[src/shared/ustf_pkg.sv]
// constants, types and behaviour notes for the udp stream transfer header framer
//
// Notes on behaviour
// - datagrams of whole packets get the one-word short header only.
// - datagrams carrying a packet segment get the extended three-word header.
// - word 0 holds version [3:0], message type [7:4], sequence [31:8].
// - word 1 holds channel id, channel sequence, zero reserved byte; word 2 offset.
// - version field is always binary one; other codes never emitted.
// - payload is header then packet data, words passed unchanged in order.
// - packets up to 128 megabytes are split across several datagrams.
// - streaming starts only once the start command has been given.
// - message type is zero for whole packets and one for segments.
// - sequence number increments by one for every datagram sent.
// - segment offset is the byte position in the packet, sent in rising order.
// - whole-packet datagrams hold an integral number of packets, no fragment.
`default_nettype none
package ustf_pkg;
    localparam int          DATA_W          = 32;
    localparam int          SEQ_W           = 24;
    localparam int          CHAN_ID_W       = 16;
    localparam int          CHAN_SEQ_W      = 8;
    localparam int          RSVD_W          = 8;
    localparam int          VER_LSB         = 0;
    localparam int          TYPE_LSB        = 4;
    localparam int          SEQ_LSB         = 8;
    localparam int          CHAN_ID_LSB     = 0;
    localparam int          CHAN_SEQ_LSB    = 16;
    localparam int          RSVD_LSB        = 24;
    localparam logic [3:0]  VERSION_ONE     = 4'h1;
    localparam logic [3:0]  TYPE_FULL       = 4'h0;
    localparam logic [3:0]  TYPE_SEG        = 4'h1;
    localparam logic [7:0]  RSVD_VALUE      = 8'h00;
    localparam logic [23:0] SEQ_RESET       = 24'h000000;
    // largest packet is 2^27 bytes, counted here in 32-bit words
    localparam int          MAX_PKT_LOG2    = 27;
    localparam int          PKT_WORDS_W     = MAX_PKT_LOG2 - 2 + 1;
    // ipv4 payload limit in bytes, and the datagram size in words it allows
    localparam int          DGRAM_BYTES     = 32726;
    localparam int          DGRAM_WORDS_DEF = DGRAM_BYTES / 4;
    localparam int          SEG_HDR_WORDS   = 3;
    // buffer word: data plus start and end of datagram marks
    localparam int          BUF_W           = DATA_W + 2;
    localparam int          SOD_BIT         = DATA_W;
    localparam int          EOD_BIT         = DATA_W + 1;

    typedef enum logic [4:0] {
        ST_IDLE = 5'b00001,
        ST_HDR0 = 5'b00010,
        ST_HDR1 = 5'b00100,
        ST_HDR2 = 5'b01000,
        ST_DATA = 5'b10000
    } ustf_state_t;
endpackage
`default_nettype wire

[src/shared/ustf_buf_if.sv]
// write side of the framer's output buffer
`timescale 1ns/1ps
`default_nettype none
interface ustf_buf_if #(parameter int W = 34);
    logic         push;       // one word written this cycle
    logic [W-1:0] push_word;
    logic         room;       // registered: a push this cycle fits
    logic         room_next;  // value room takes at the next edge

    modport writer (output push, output push_word, input room, input room_next);
    modport store  (input push, input push_word, output room, output room_next);
endinterface
`default_nettype wire

[src/rtl/ustf_framer.sv]
// udp stream transfer header framer: wraps recorder packets into datagram payloads
`timescale 1ns/1ps
`default_nettype none
module ustf_framer #(
    parameter int DGRAM_WORDS = ustf_pkg::DGRAM_WORDS_DEF
) (
    input  wire logic                             clk,
    input  wire logic                             rst,
    input  wire logic                             stream_start_command,
    input  wire logic                             in_valid,
    output logic                                  in_ready,
    input  wire logic [ustf_pkg::DATA_W-1:0]      in_data,
    input  wire logic                             in_sop,
    input  wire logic                             in_eop,
    input  wire logic [ustf_pkg::PKT_WORDS_W-1:0] in_pkt_words,
    input  wire logic [ustf_pkg::CHAN_ID_W-1:0]   in_chan_id,
    input  wire logic [ustf_pkg::CHAN_SEQ_W-1:0]  in_chan_seq,
    output logic                                  out_valid,
    input  wire logic                             out_ready,
    output logic [ustf_pkg::DATA_W-1:0]           out_data,
    output logic                                  out_sod,
    output logic                                  out_eod
);
    import ustf_pkg::*;

    localparam int SEG_WORDS = DGRAM_WORDS - SEG_HDR_WORDS;
    localparam int SEG_CNT_W = $clog2(DGRAM_WORDS + 1);
    localparam logic [PKT_WORDS_W-1:0] FULL_MAX = PKT_WORDS_W'(DGRAM_WORDS - 1);
    localparam logic [SEG_CNT_W-1:0]   SEG_LAST = SEG_CNT_W'(SEG_WORDS - 1);
    localparam int OFF_PAD = DATA_W - PKT_WORDS_W - 2;

    ustf_state_t              state_reg;
    ustf_state_t              state_next;
    logic [SEQ_W-1:0]         seq_reg;
    logic                     seg_mode_reg;
    logic [CHAN_ID_W-1:0]     chan_id_reg;
    logic [CHAN_SEQ_W-1:0]    chan_seq_reg;
    logic [PKT_WORDS_W-1:0]   word_off_reg;
    logic [SEG_CNT_W-1:0]     seg_cnt_reg;
    logic                     in_ready_reg;
    logic                     push;
    logic [BUF_W-1:0]         push_word;
    logic                     last_data;
    logic                     take;
    logic                     pkt_start;
    logic [BUF_W-1:0]         out_word;

    ustf_buf_if #(.W(BUF_W)) bif ();

    ////////////////////////////////////////////////////////////////////////
    // sequencing of header and data words
    assign take      = (state_reg == ST_DATA) && in_valid && in_ready_reg;
    assign pkt_start = (state_reg == ST_IDLE) && (state_next == ST_HDR0);

    always_comb begin
        state_next = state_reg;
        push       = 1'b0;
        push_word  = '0;
        last_data  = 1'b0;
        unique case (state_reg)
            ST_IDLE: begin
                // gate only at a packet boundary so no packet is cut short
                if (in_valid && in_sop && stream_start_command) begin
                    state_next = ST_HDR0;
                end
            end
            ST_HDR0: begin
                push_word[SOD_BIT]                  = 1'b1;
                push_word[SEQ_LSB +: SEQ_W]         = seq_reg;
                push_word[TYPE_LSB +: 4]            = seg_mode_reg ? TYPE_SEG : TYPE_FULL;
                push_word[VER_LSB +: 4]             = VERSION_ONE;
                if (bif.room) begin
                    push       = 1'b1;
                    state_next = seg_mode_reg ? ST_HDR1 : ST_DATA;
                end
            end
            ST_HDR1: begin
                push_word[RSVD_LSB +: RSVD_W]         = RSVD_VALUE;
                push_word[CHAN_SEQ_LSB +: CHAN_SEQ_W] = chan_seq_reg;
                push_word[CHAN_ID_LSB +: CHAN_ID_W]   = chan_id_reg;
                if (bif.room) begin
                    push       = 1'b1;
                    state_next = ST_HDR2;
                end
            end
            ST_HDR2: begin
                // byte position of the first data word of this segment
                push_word[DATA_W-1:0] = {{OFF_PAD{1'b0}}, word_off_reg, 2'b00};
                if (bif.room) begin
                    push       = 1'b1;
                    state_next = ST_DATA;
                end
            end
            ST_DATA: begin
                last_data             = in_eop || (seg_mode_reg && seg_cnt_reg == SEG_LAST);
                push_word[DATA_W-1:0] = in_data;
                push_word[EOD_BIT]    = last_data;
                if (take) begin
                    push       = 1'b1;
                    state_next = in_eop ? ST_IDLE : (last_data ? ST_HDR0 : ST_DATA);
                end
            end
        endcase
    end

    always_ff @(posedge clk) begin
        if (rst) begin
            state_reg <= ST_IDLE;
        end else begin
            state_reg <= state_next;
        end
    end

    // ready is registered; room_next guarantees the buffer can take the word
    always_ff @(posedge clk) begin
        if (rst) begin
            in_ready_reg <= 1'b0;
        end else begin
            in_ready_reg <= (state_next == ST_DATA) && bif.room_next;
        end
    end

    ////////////////////////////////////////////////////////////////////////
    // per-packet context, latched before the first word is accepted
    always_ff @(posedge clk) begin
        if (rst) begin
            seg_mode_reg <= 1'b0;
            chan_id_reg  <= '0;
            chan_seq_reg <= '0;
        end else if (pkt_start) begin
            seg_mode_reg <= (in_pkt_words > FULL_MAX);
            chan_id_reg  <= in_chan_id;
            chan_seq_reg <= in_chan_seq;
        end
    end

    // message sequence: one step per datagram, free wrap at all ones
    always_ff @(posedge clk) begin
        if (rst) begin
            seq_reg <= SEQ_RESET;
        end else if (push && state_reg == ST_HDR0) begin
            seq_reg <= seq_reg + SEQ_W'(1);
        end
    end

    // word position in the packet and word count in the current datagram
    always_ff @(posedge clk) begin
        if (rst) begin
            word_off_reg <= '0;
            seg_cnt_reg  <= '0;
        end else begin
            if (pkt_start) begin
                word_off_reg <= '0;
            end else if (take) begin
                word_off_reg <= word_off_reg + PKT_WORDS_W'(1);
            end
            if (push && state_reg == ST_HDR0) begin
                seg_cnt_reg <= '0;
            end else if (take) begin
                seg_cnt_reg <= seg_cnt_reg + SEG_CNT_W'(1);
            end
        end
    end

    ////////////////////////////////////////////////////////////////////////
    // output buffer absorbs a receiver stall without losing a word
    assign bif.push      = push;
    assign bif.push_word = push_word;

    ustf_skid_buf #(.W(BUF_W)) u_buf (
        .clk       (clk),
        .rst       (rst),
        .bif       (bif),
        .out_ready (out_ready),
        .out_valid (out_valid),
        .out_word  (out_word)
    );

    assign in_ready = in_ready_reg;
    assign out_data = out_word[DATA_W-1:0];
    assign out_sod  = out_word[SOD_BIT];
    assign out_eod  = out_word[EOD_BIT];

    wire hdr0_push = push && (state_reg == ST_HDR0);
endmodule // ustf_framer
`default_nettype wire

[src/rtl/ustf_skid_buf.sv]
// two-entry output buffer with registered ready and registered head word
`timescale 1ns/1ps
`default_nettype none
module ustf_skid_buf #(
    parameter int W = 34
) (
    input  wire logic         clk,
    input  wire logic         rst,
    ustf_buf_if.store         bif,
    input  wire logic         out_ready,
    output logic              out_valid,
    output logic [W-1:0]      out_word
);
    logic [1:0]   count_reg;
    logic [1:0]   count_next;
    logic [W-1:0] mem_reg [2];
    logic         valid_reg;
    logic         room_reg;
    logic         pop;

    ////////////////////////////////////////////////////////////////////////
    // occupancy; writer only pushes while room is high, so no overflow
    assign pop = valid_reg && out_ready;
    always_comb begin
        count_next = count_reg;
        if (bif.push && !pop) begin
            count_next = count_reg + 2'd1;
        end else if (!bif.push && pop) begin
            count_next = count_reg - 2'd1;
        end
    end

    always_ff @(posedge clk) begin
        if (rst) begin
            count_reg <= 2'd0;
            valid_reg <= 1'b0;
            room_reg  <= 1'b1;
        end else begin
            count_reg <= count_next;
            valid_reg <= (count_next != 2'd0);
            room_reg  <= (count_next != 2'd2);
        end
    end

    ////////////////////////////////////////////////////////////////////////
    // entry 0 is always the head, so the output comes straight from a flop
    always_ff @(posedge clk) begin
        if (rst) begin
            mem_reg[0] <= '0;
            mem_reg[1] <= '0;
        end else if (pop) begin
            mem_reg[0] <= (count_reg == 2'd2) ? mem_reg[1] : bif.push_word;
            if (count_reg == 2'd2 && bif.push) begin
                mem_reg[1] <= bif.push_word;
            end
        end else if (bif.push) begin
            if (count_reg == 2'd0) begin
                mem_reg[0] <= bif.push_word;
            end else begin
                mem_reg[1] <= bif.push_word;
            end
        end
    end

    assign bif.room      = room_reg;
    assign bif.room_next = (count_next != 2'd2);
    assign out_valid     = valid_reg;
    assign out_word      = mem_reg[0];
endmodule // ustf_skid_buf
`default_nettype wire

[config.mk]
export PLATFORM = sky130hd
export DESIGN_NAME = ustf_framer
export DESIGN_NICKNAME = d
export VERILOG_FILES = /design/src/shared/ustf_pkg.sv /design/src/shared/ustf_buf_if.sv /design/src/rtl/ustf_framer.sv /design/src/rtl/ustf_skid_buf.sv
export SDC_FILE = /design/constraint.sdc
export NUM_CORES = 1
export LEC_CHECK = 0
export ABC_AREA = 1
export BUFFER_PORTS_ARGS = -buffer_cell sky130_fd_sc_hd__buf_4
export CORE_ASPECT_RATIO = 1.75
export CORE_UTILIZATION = 30
export CTS_CLUSTER_DIAMETER = 100
export CTS_CLUSTER_SIZE = 24
export DETAILED_ROUTE_END_ITERATION = 8
export PLACE_DENSITY = 0.57
export SETUP_SLACK_MARGIN = 0.1
export SYNTH_ARGS = -nofsm -noshare
export SYNTH_HDL_FRONTEND = slang
export SYNTH_HIERARCHICAL = 1
export SYNTH_SLANG_ARGS = --single-unit
[constraint.sdc]
create_clock -name clk -period 3.34 [get_ports clk]
set_input_delay 0.501 -clock clk [delete_from_list [all_inputs] [get_ports clk]]
set_output_delay 0.501 -clock clk [all_outputs]
set_load 0.02 [all_outputs]
; ---- Word-level counts from Yosys, hierarchy flattened
; Memory sizes are Yosys's and may differ from the RTL's.
; Index checks and enable logic that the tools add are counted.
[op_classes]
n_reduce_logical = 20
n_addsub = 5
n_eq_ne = 10
order_cmp = 1
muxes = 42
bitwise = 4
[op_table]
columns = cell, count
row1 = 34-bit two-way mux, 5
row2 = 32-bit one-hot mux with 4 select lines, 1
row3 = 5-bit two-way mux, 8
row4 = "26-bit by 1-bit adder with 26-bit output, second input constant", 1
row5 = "26-bit by 13-bit > comparator with 1-bit output, second input constant", 1
row6 = 5-bit one-hot mux with 5 select lines, 1
row7 = "24-bit by 1-bit adder with 24-bit output, second input constant", 1
row8 = 1-bit two-way mux, 24
row9 = "13-bit by 1-bit adder with 13-bit output, second input constant", 1
row10 = "13-bit equality test, second input constant", 1
row11 = 1-bit logical AND, 12
row12 = "5-bit by 2-bit equality test with 1-bit output, second input constant", 2
row13 = "5-bit equality test, second input constant", 2
row14 = "5-bit by 1-bit equality test with 1-bit output, second input constant", 1
row15 = "5-bit by 3-bit equality test with 1-bit output, second input constant", 1
row16 = "5-bit by 4-bit equality test with 1-bit output, second input constant", 1
row17 = 2-bit two-way mux, 2
row18 = 1-bit OR, 4
row19 = 2-bit OR reduction, 2
row20 = 3-bit OR reduction, 1
row21 = "2-bit by 1-bit adder with 2-bit output, second input constant", 1
row22 = "2-bit equality test, second input constant", 1
row23 = 1-bit zero test, 2
row24 = 2-bit zero test, 1
row25 = other kinds (5), 5
[word_totals]
memories = 1
wordCells = 94
in_bits = 89
mem_bits_rw = 68
ff_bits = 98
out_inout_bits = 36
[mem_list]
columns = memory, words, width, read_ports, rd_clocked_by_memory_dff, write_ports, line_no
row1 = u_buf.mem_reg, 2, 34, 2, 0, 2, ustf_skid_buf.sv:16  ; logic [W-1:0] mem_reg [2];

; ---- Logic depth before layout (Yosys ltp)
[logic_depth]
ltp_word = 12
mapped_depth = 14
ltp_nobuf = 14

; ---- By module
; Netlist, hierarchy kept.
[modules_own_cells]
columns = mod, seq_area_each_um2, instances, area_each_um2, cells_per_inst
row1 = ustf_framer, 1881.8, 1, 5828.1, 948
row2 = ustf_skid_buf, 2122.0, 1, 3653.5, 362

; ---- Worst setup path after synthesis
; OpenSTA, ideal clock, no wires.
[synth_path]
path_kind = in2reg
from = input port in_valid
to = memory u_buf.mem_reg[0][0], enable pin
path_stages = 6
required_time_ns = 2.905
setup_ns = 0.435
arrival_time_ns = 2.745
n_path_buf = 0
setup_slack_ns = 0.160
path_cell_list = nand2_1 nor2_4 inv_2 nand2_4 inv_2 o211ai_1
[synth_lines]
columns = element, line_no
row1 = from (decl), ustf_framer.sv:10  ; input wire logic in_valid,
row2 = to (decl), ustf_skid_buf.sv:16

==> out/metrics.csv <==
stage,metric,value,unit
global_routing,gr usage total,17.0,%
cells_and_area,Nets,1473,
floorplan,core area,0.0309,mm²
synth,"count leader, synth",nand2_1,
detailed_routing,TritonRoute pass-1 iters,5,
cells_and_area,number of flip-flops in the largest register,68,
setup_path,slowest CP cell,o21ai_4,
timing,skew final,8.20,ps
detailed_routing,Total Routed Length,26400,µm
setup_path,Worst Path Max Fanout,34,
timing,unrepaired setup endpoints after global routing,no,
power,LEAKAGE,0.00415,µW
timing,setup TNS,0,ps
synth,simple-gate area share of the yosys netlist,30.9,%
timing,setup slack after layout,763,ps
clock_network,later-pin clock latency in the skew report,440,ps
timing,final slew viol count,0,
hold_path,Worst Hold Class,input pin to flip-flop,
setup_path,Bufs and invs on worst path,1,
cells_and_area,# fillers,3297,
floorplan,die area,0.0323,mm²
timing,relative slew slack,36.5,%
synth,yosys warns,6,
outcome,status,completed,
synth,number of synthesized flops with an enable pin,68,
detailed_routing,Vias,8362,
synth,adder-cell share of the synthesized area,0.792,%
detailed_routing,DR DRC count,0,
power,peak supply drop,0.366,mV
setup_path,critical path class,flip-flop to flip-flop,
clock_network,Num CTS Buffers,17,
power,"Power, Total",4940,µW
clock_network,Clock Path Buffers,2,
global_routing,global-route wire length before repair,42000,µm
clock_network,clk sinks,166,
synth,Gate Count Post-Synth,1310,
synth,Avg Inst Size Synth,7.24,µm²
synth,post-synth cell types,46,
synth,"top cells by count, synth","nand2_1 (387), nor2_1 (190), inv_1 (128), dfxtp_1 (98), nand3_1 (81)",
place,Port Buf Inserts,124,
setup_path,data required time of the worst path,3500,ps
synth,Mapped Area,0.00948,mm²
timing,Max Clk Rate,388,MHz
cells_and_area,ANT cells,0,
setup_path,cell mode on critical path,nand3_1,
global_routing,grt ovf,0,
clock_network,clock slew at reported path FFs,70,ps
setup_path,"Largest stage delay, worst path",800,ps
floorplan,die width,136,µm
clock_network,CTS tree,built,
cells_and_area,share of cells above drive strength 1,16.5,%
synth,largest family of logic cells by synthesized area,simple AND/OR/NAND/NOR gates,
timing,worst hold margin,370,ps
global_routing,vias in the first global route,7989,
clock_network,post-CTS setup buffer count,0,
setup_path,crit end category,flip-flop,
synth,syn nets,1405,
floorplan,Core Rows,85,
clock_network,H-tree lvl count,4,
synth,post-synthesis mux area share,0.317,%
timing,final hold vios,0,
detailed_routing,DR WL/cell,14.8,µm
clock_network,cts hold-fix bufs,0,
synth,xor and xnor fraction of the mapped netlist area,3.05,%
cells_and_area,final instance area,0.0110,mm²
timing,period utilization,77.1,%
global_routing,largest net degree at the start of global routing,69,
floorplan,Die Height,237,µm
place,pre-CTS setup slack,754,ps
floorplan,initial core utilization,30.6,%
power,Cell Pwr Density,449,mW/mm²
detailed_routing,Routed Antenna Nets,0,
place,placed cell area,0.0105,mm²
synth,"Seq/Total Area, Yosys",42.2,%
detailed_routing,DR vias/cell,4.69,
clock_network,clk root buf,clkbuf_16,
global_routing,initial antenna violation count,0,
timing,final setup vio count,0,
place,post-detail-place hpwl,19900,µm
place,routability cong.,0.917,
setup_path,nature of the critical path startpoint,flip-flop,
synth,top_reg_cell synth,dfxtp_1,
synth,#FFs+latches synth,166,
detailed_routing,Iter 0 DRT Violations,480,
timing,Slew @ Worst Pin,948,ps
setup_path,Worst Path Arrival,2740,ps
clock_network,post_cts resized,0,
synth,"top cells by area, synth","edfxtp_1 (22%), dfxtp_1 (21%), nand2_1 (15%), nor2_1 (7.5%), inv_1 (5.1%)",
cells_and_area,Area Overhead vs Synth,16.2,%
synth,Synth Area in Compound Gates,11.5,%
synth,Yosys top cell area share,21.5,%
synth,dominant cell type by area after synthesis,edfxtp_1,
setup_path,"delay-heaviest family, CP",simple AND/OR/NAND/NOR gates,
timing,fin crit period,2580,ps
setup_path,CP Cell Sequence,inv_1 -> nand3_1 -> nand3_1 -> nand2_2 -> nand2_4 -> o21ai_4 -> nor2_1,
floorplan,Boundary Pins,125,
synth,share of flip-flops with an asynchronous set or reset,0,%
run,Max-Cap Viols,0,
## per-layer routing
layer / global-route usage [%] / up-vias / wire length (µm) / share of wire [%]
li1: - / 4287 / - / -
met1: 20.9 / 3816 / 11600 / 44
met2: 28.6 / 220 / 12800 / 49
met3: 2.88 / 39 / 1050 / 4.0
met4: 7.74 / 0 / 848 / 3.2
met5: 0 / - / 0 / 0
## placed cells by master (no fill, tap or decap), types with 6 or more instances in the layout
cell type	n
o21ai_1	14
nand2_1	387
o211ai_1	7
nand3_1	81
nand2_2	6
buf_4	135
xor2_1	26
edfxtp_1	68
o2111ai_1	14
inv_1	128
nor3_1	9
clkinvlp_4	6
o21ai_0	36
xnor2_1	7
clkbuf_16	17
nand4_1	6
a21oi_1	64
inv_2	7
o21ai_2	29
nor2_1	189
dfxtp_1	98
## logic make-up (layout without fill, tap and decap cells)
group           after synthesis  after routing
mux                           3              3
compound gates              174            174
fa+ha+maj                     6              6
simple gates                704            704
xor+xnor                     33             33
buf+inv                     224            305
flops                       166            166
## worst paths after layout
| kind | slack [ps] | cells after the start | end | from |
|---|---|---|---|---|
| max | 760 | 7 | u_buf/mem_reg[0][43] | state_reg[4] |
| min | 370 | 3 | state_reg[0] | in_eop |
| max reg2reg | 760 | 7 | u_buf/mem_reg[0][43] | state_reg[4] |
| min reg2reg | 480 | 2 | chan_id_reg[3] | chan_id_reg[3] |
## worst min-delay path, stage by stage
cell	delay (ps)
buf_4	90
inv_1	40
o211ai_1	150
## power by group
group	internal [µW]	leakage [µW]	switching [µW]
clock network	1030	0.000249	866
logic	263	0.00239	491
registers	2240	0.00150	58.6
total	3530	0.00415	1420
## through the flow
stage	util [%]	cells
3_5_place_dp	33.8	1750
3_3_place_gp	33.8	1750
4_1_cts	35.6	1782
6_report	35.6	1782
2_1_floorplan	-	1310
5_1_grt	35.6	1782
## cell type report
cell class / instances / area [µm²] / share of cell area (%)
sequential: 166 / 4000 / 36.3
timing repair buffer: 136 / 1030 / 9.38
clock buffer: 18 / 429 / 3.89
multi-input combinational: 920 / 4420 / 40.1
tap: 391 / 489 / 4.44
inverter: 137 / 515 / 4.68
clock inverter: 14 / 128 / 1.16
(Power assumes the default switching activity.)
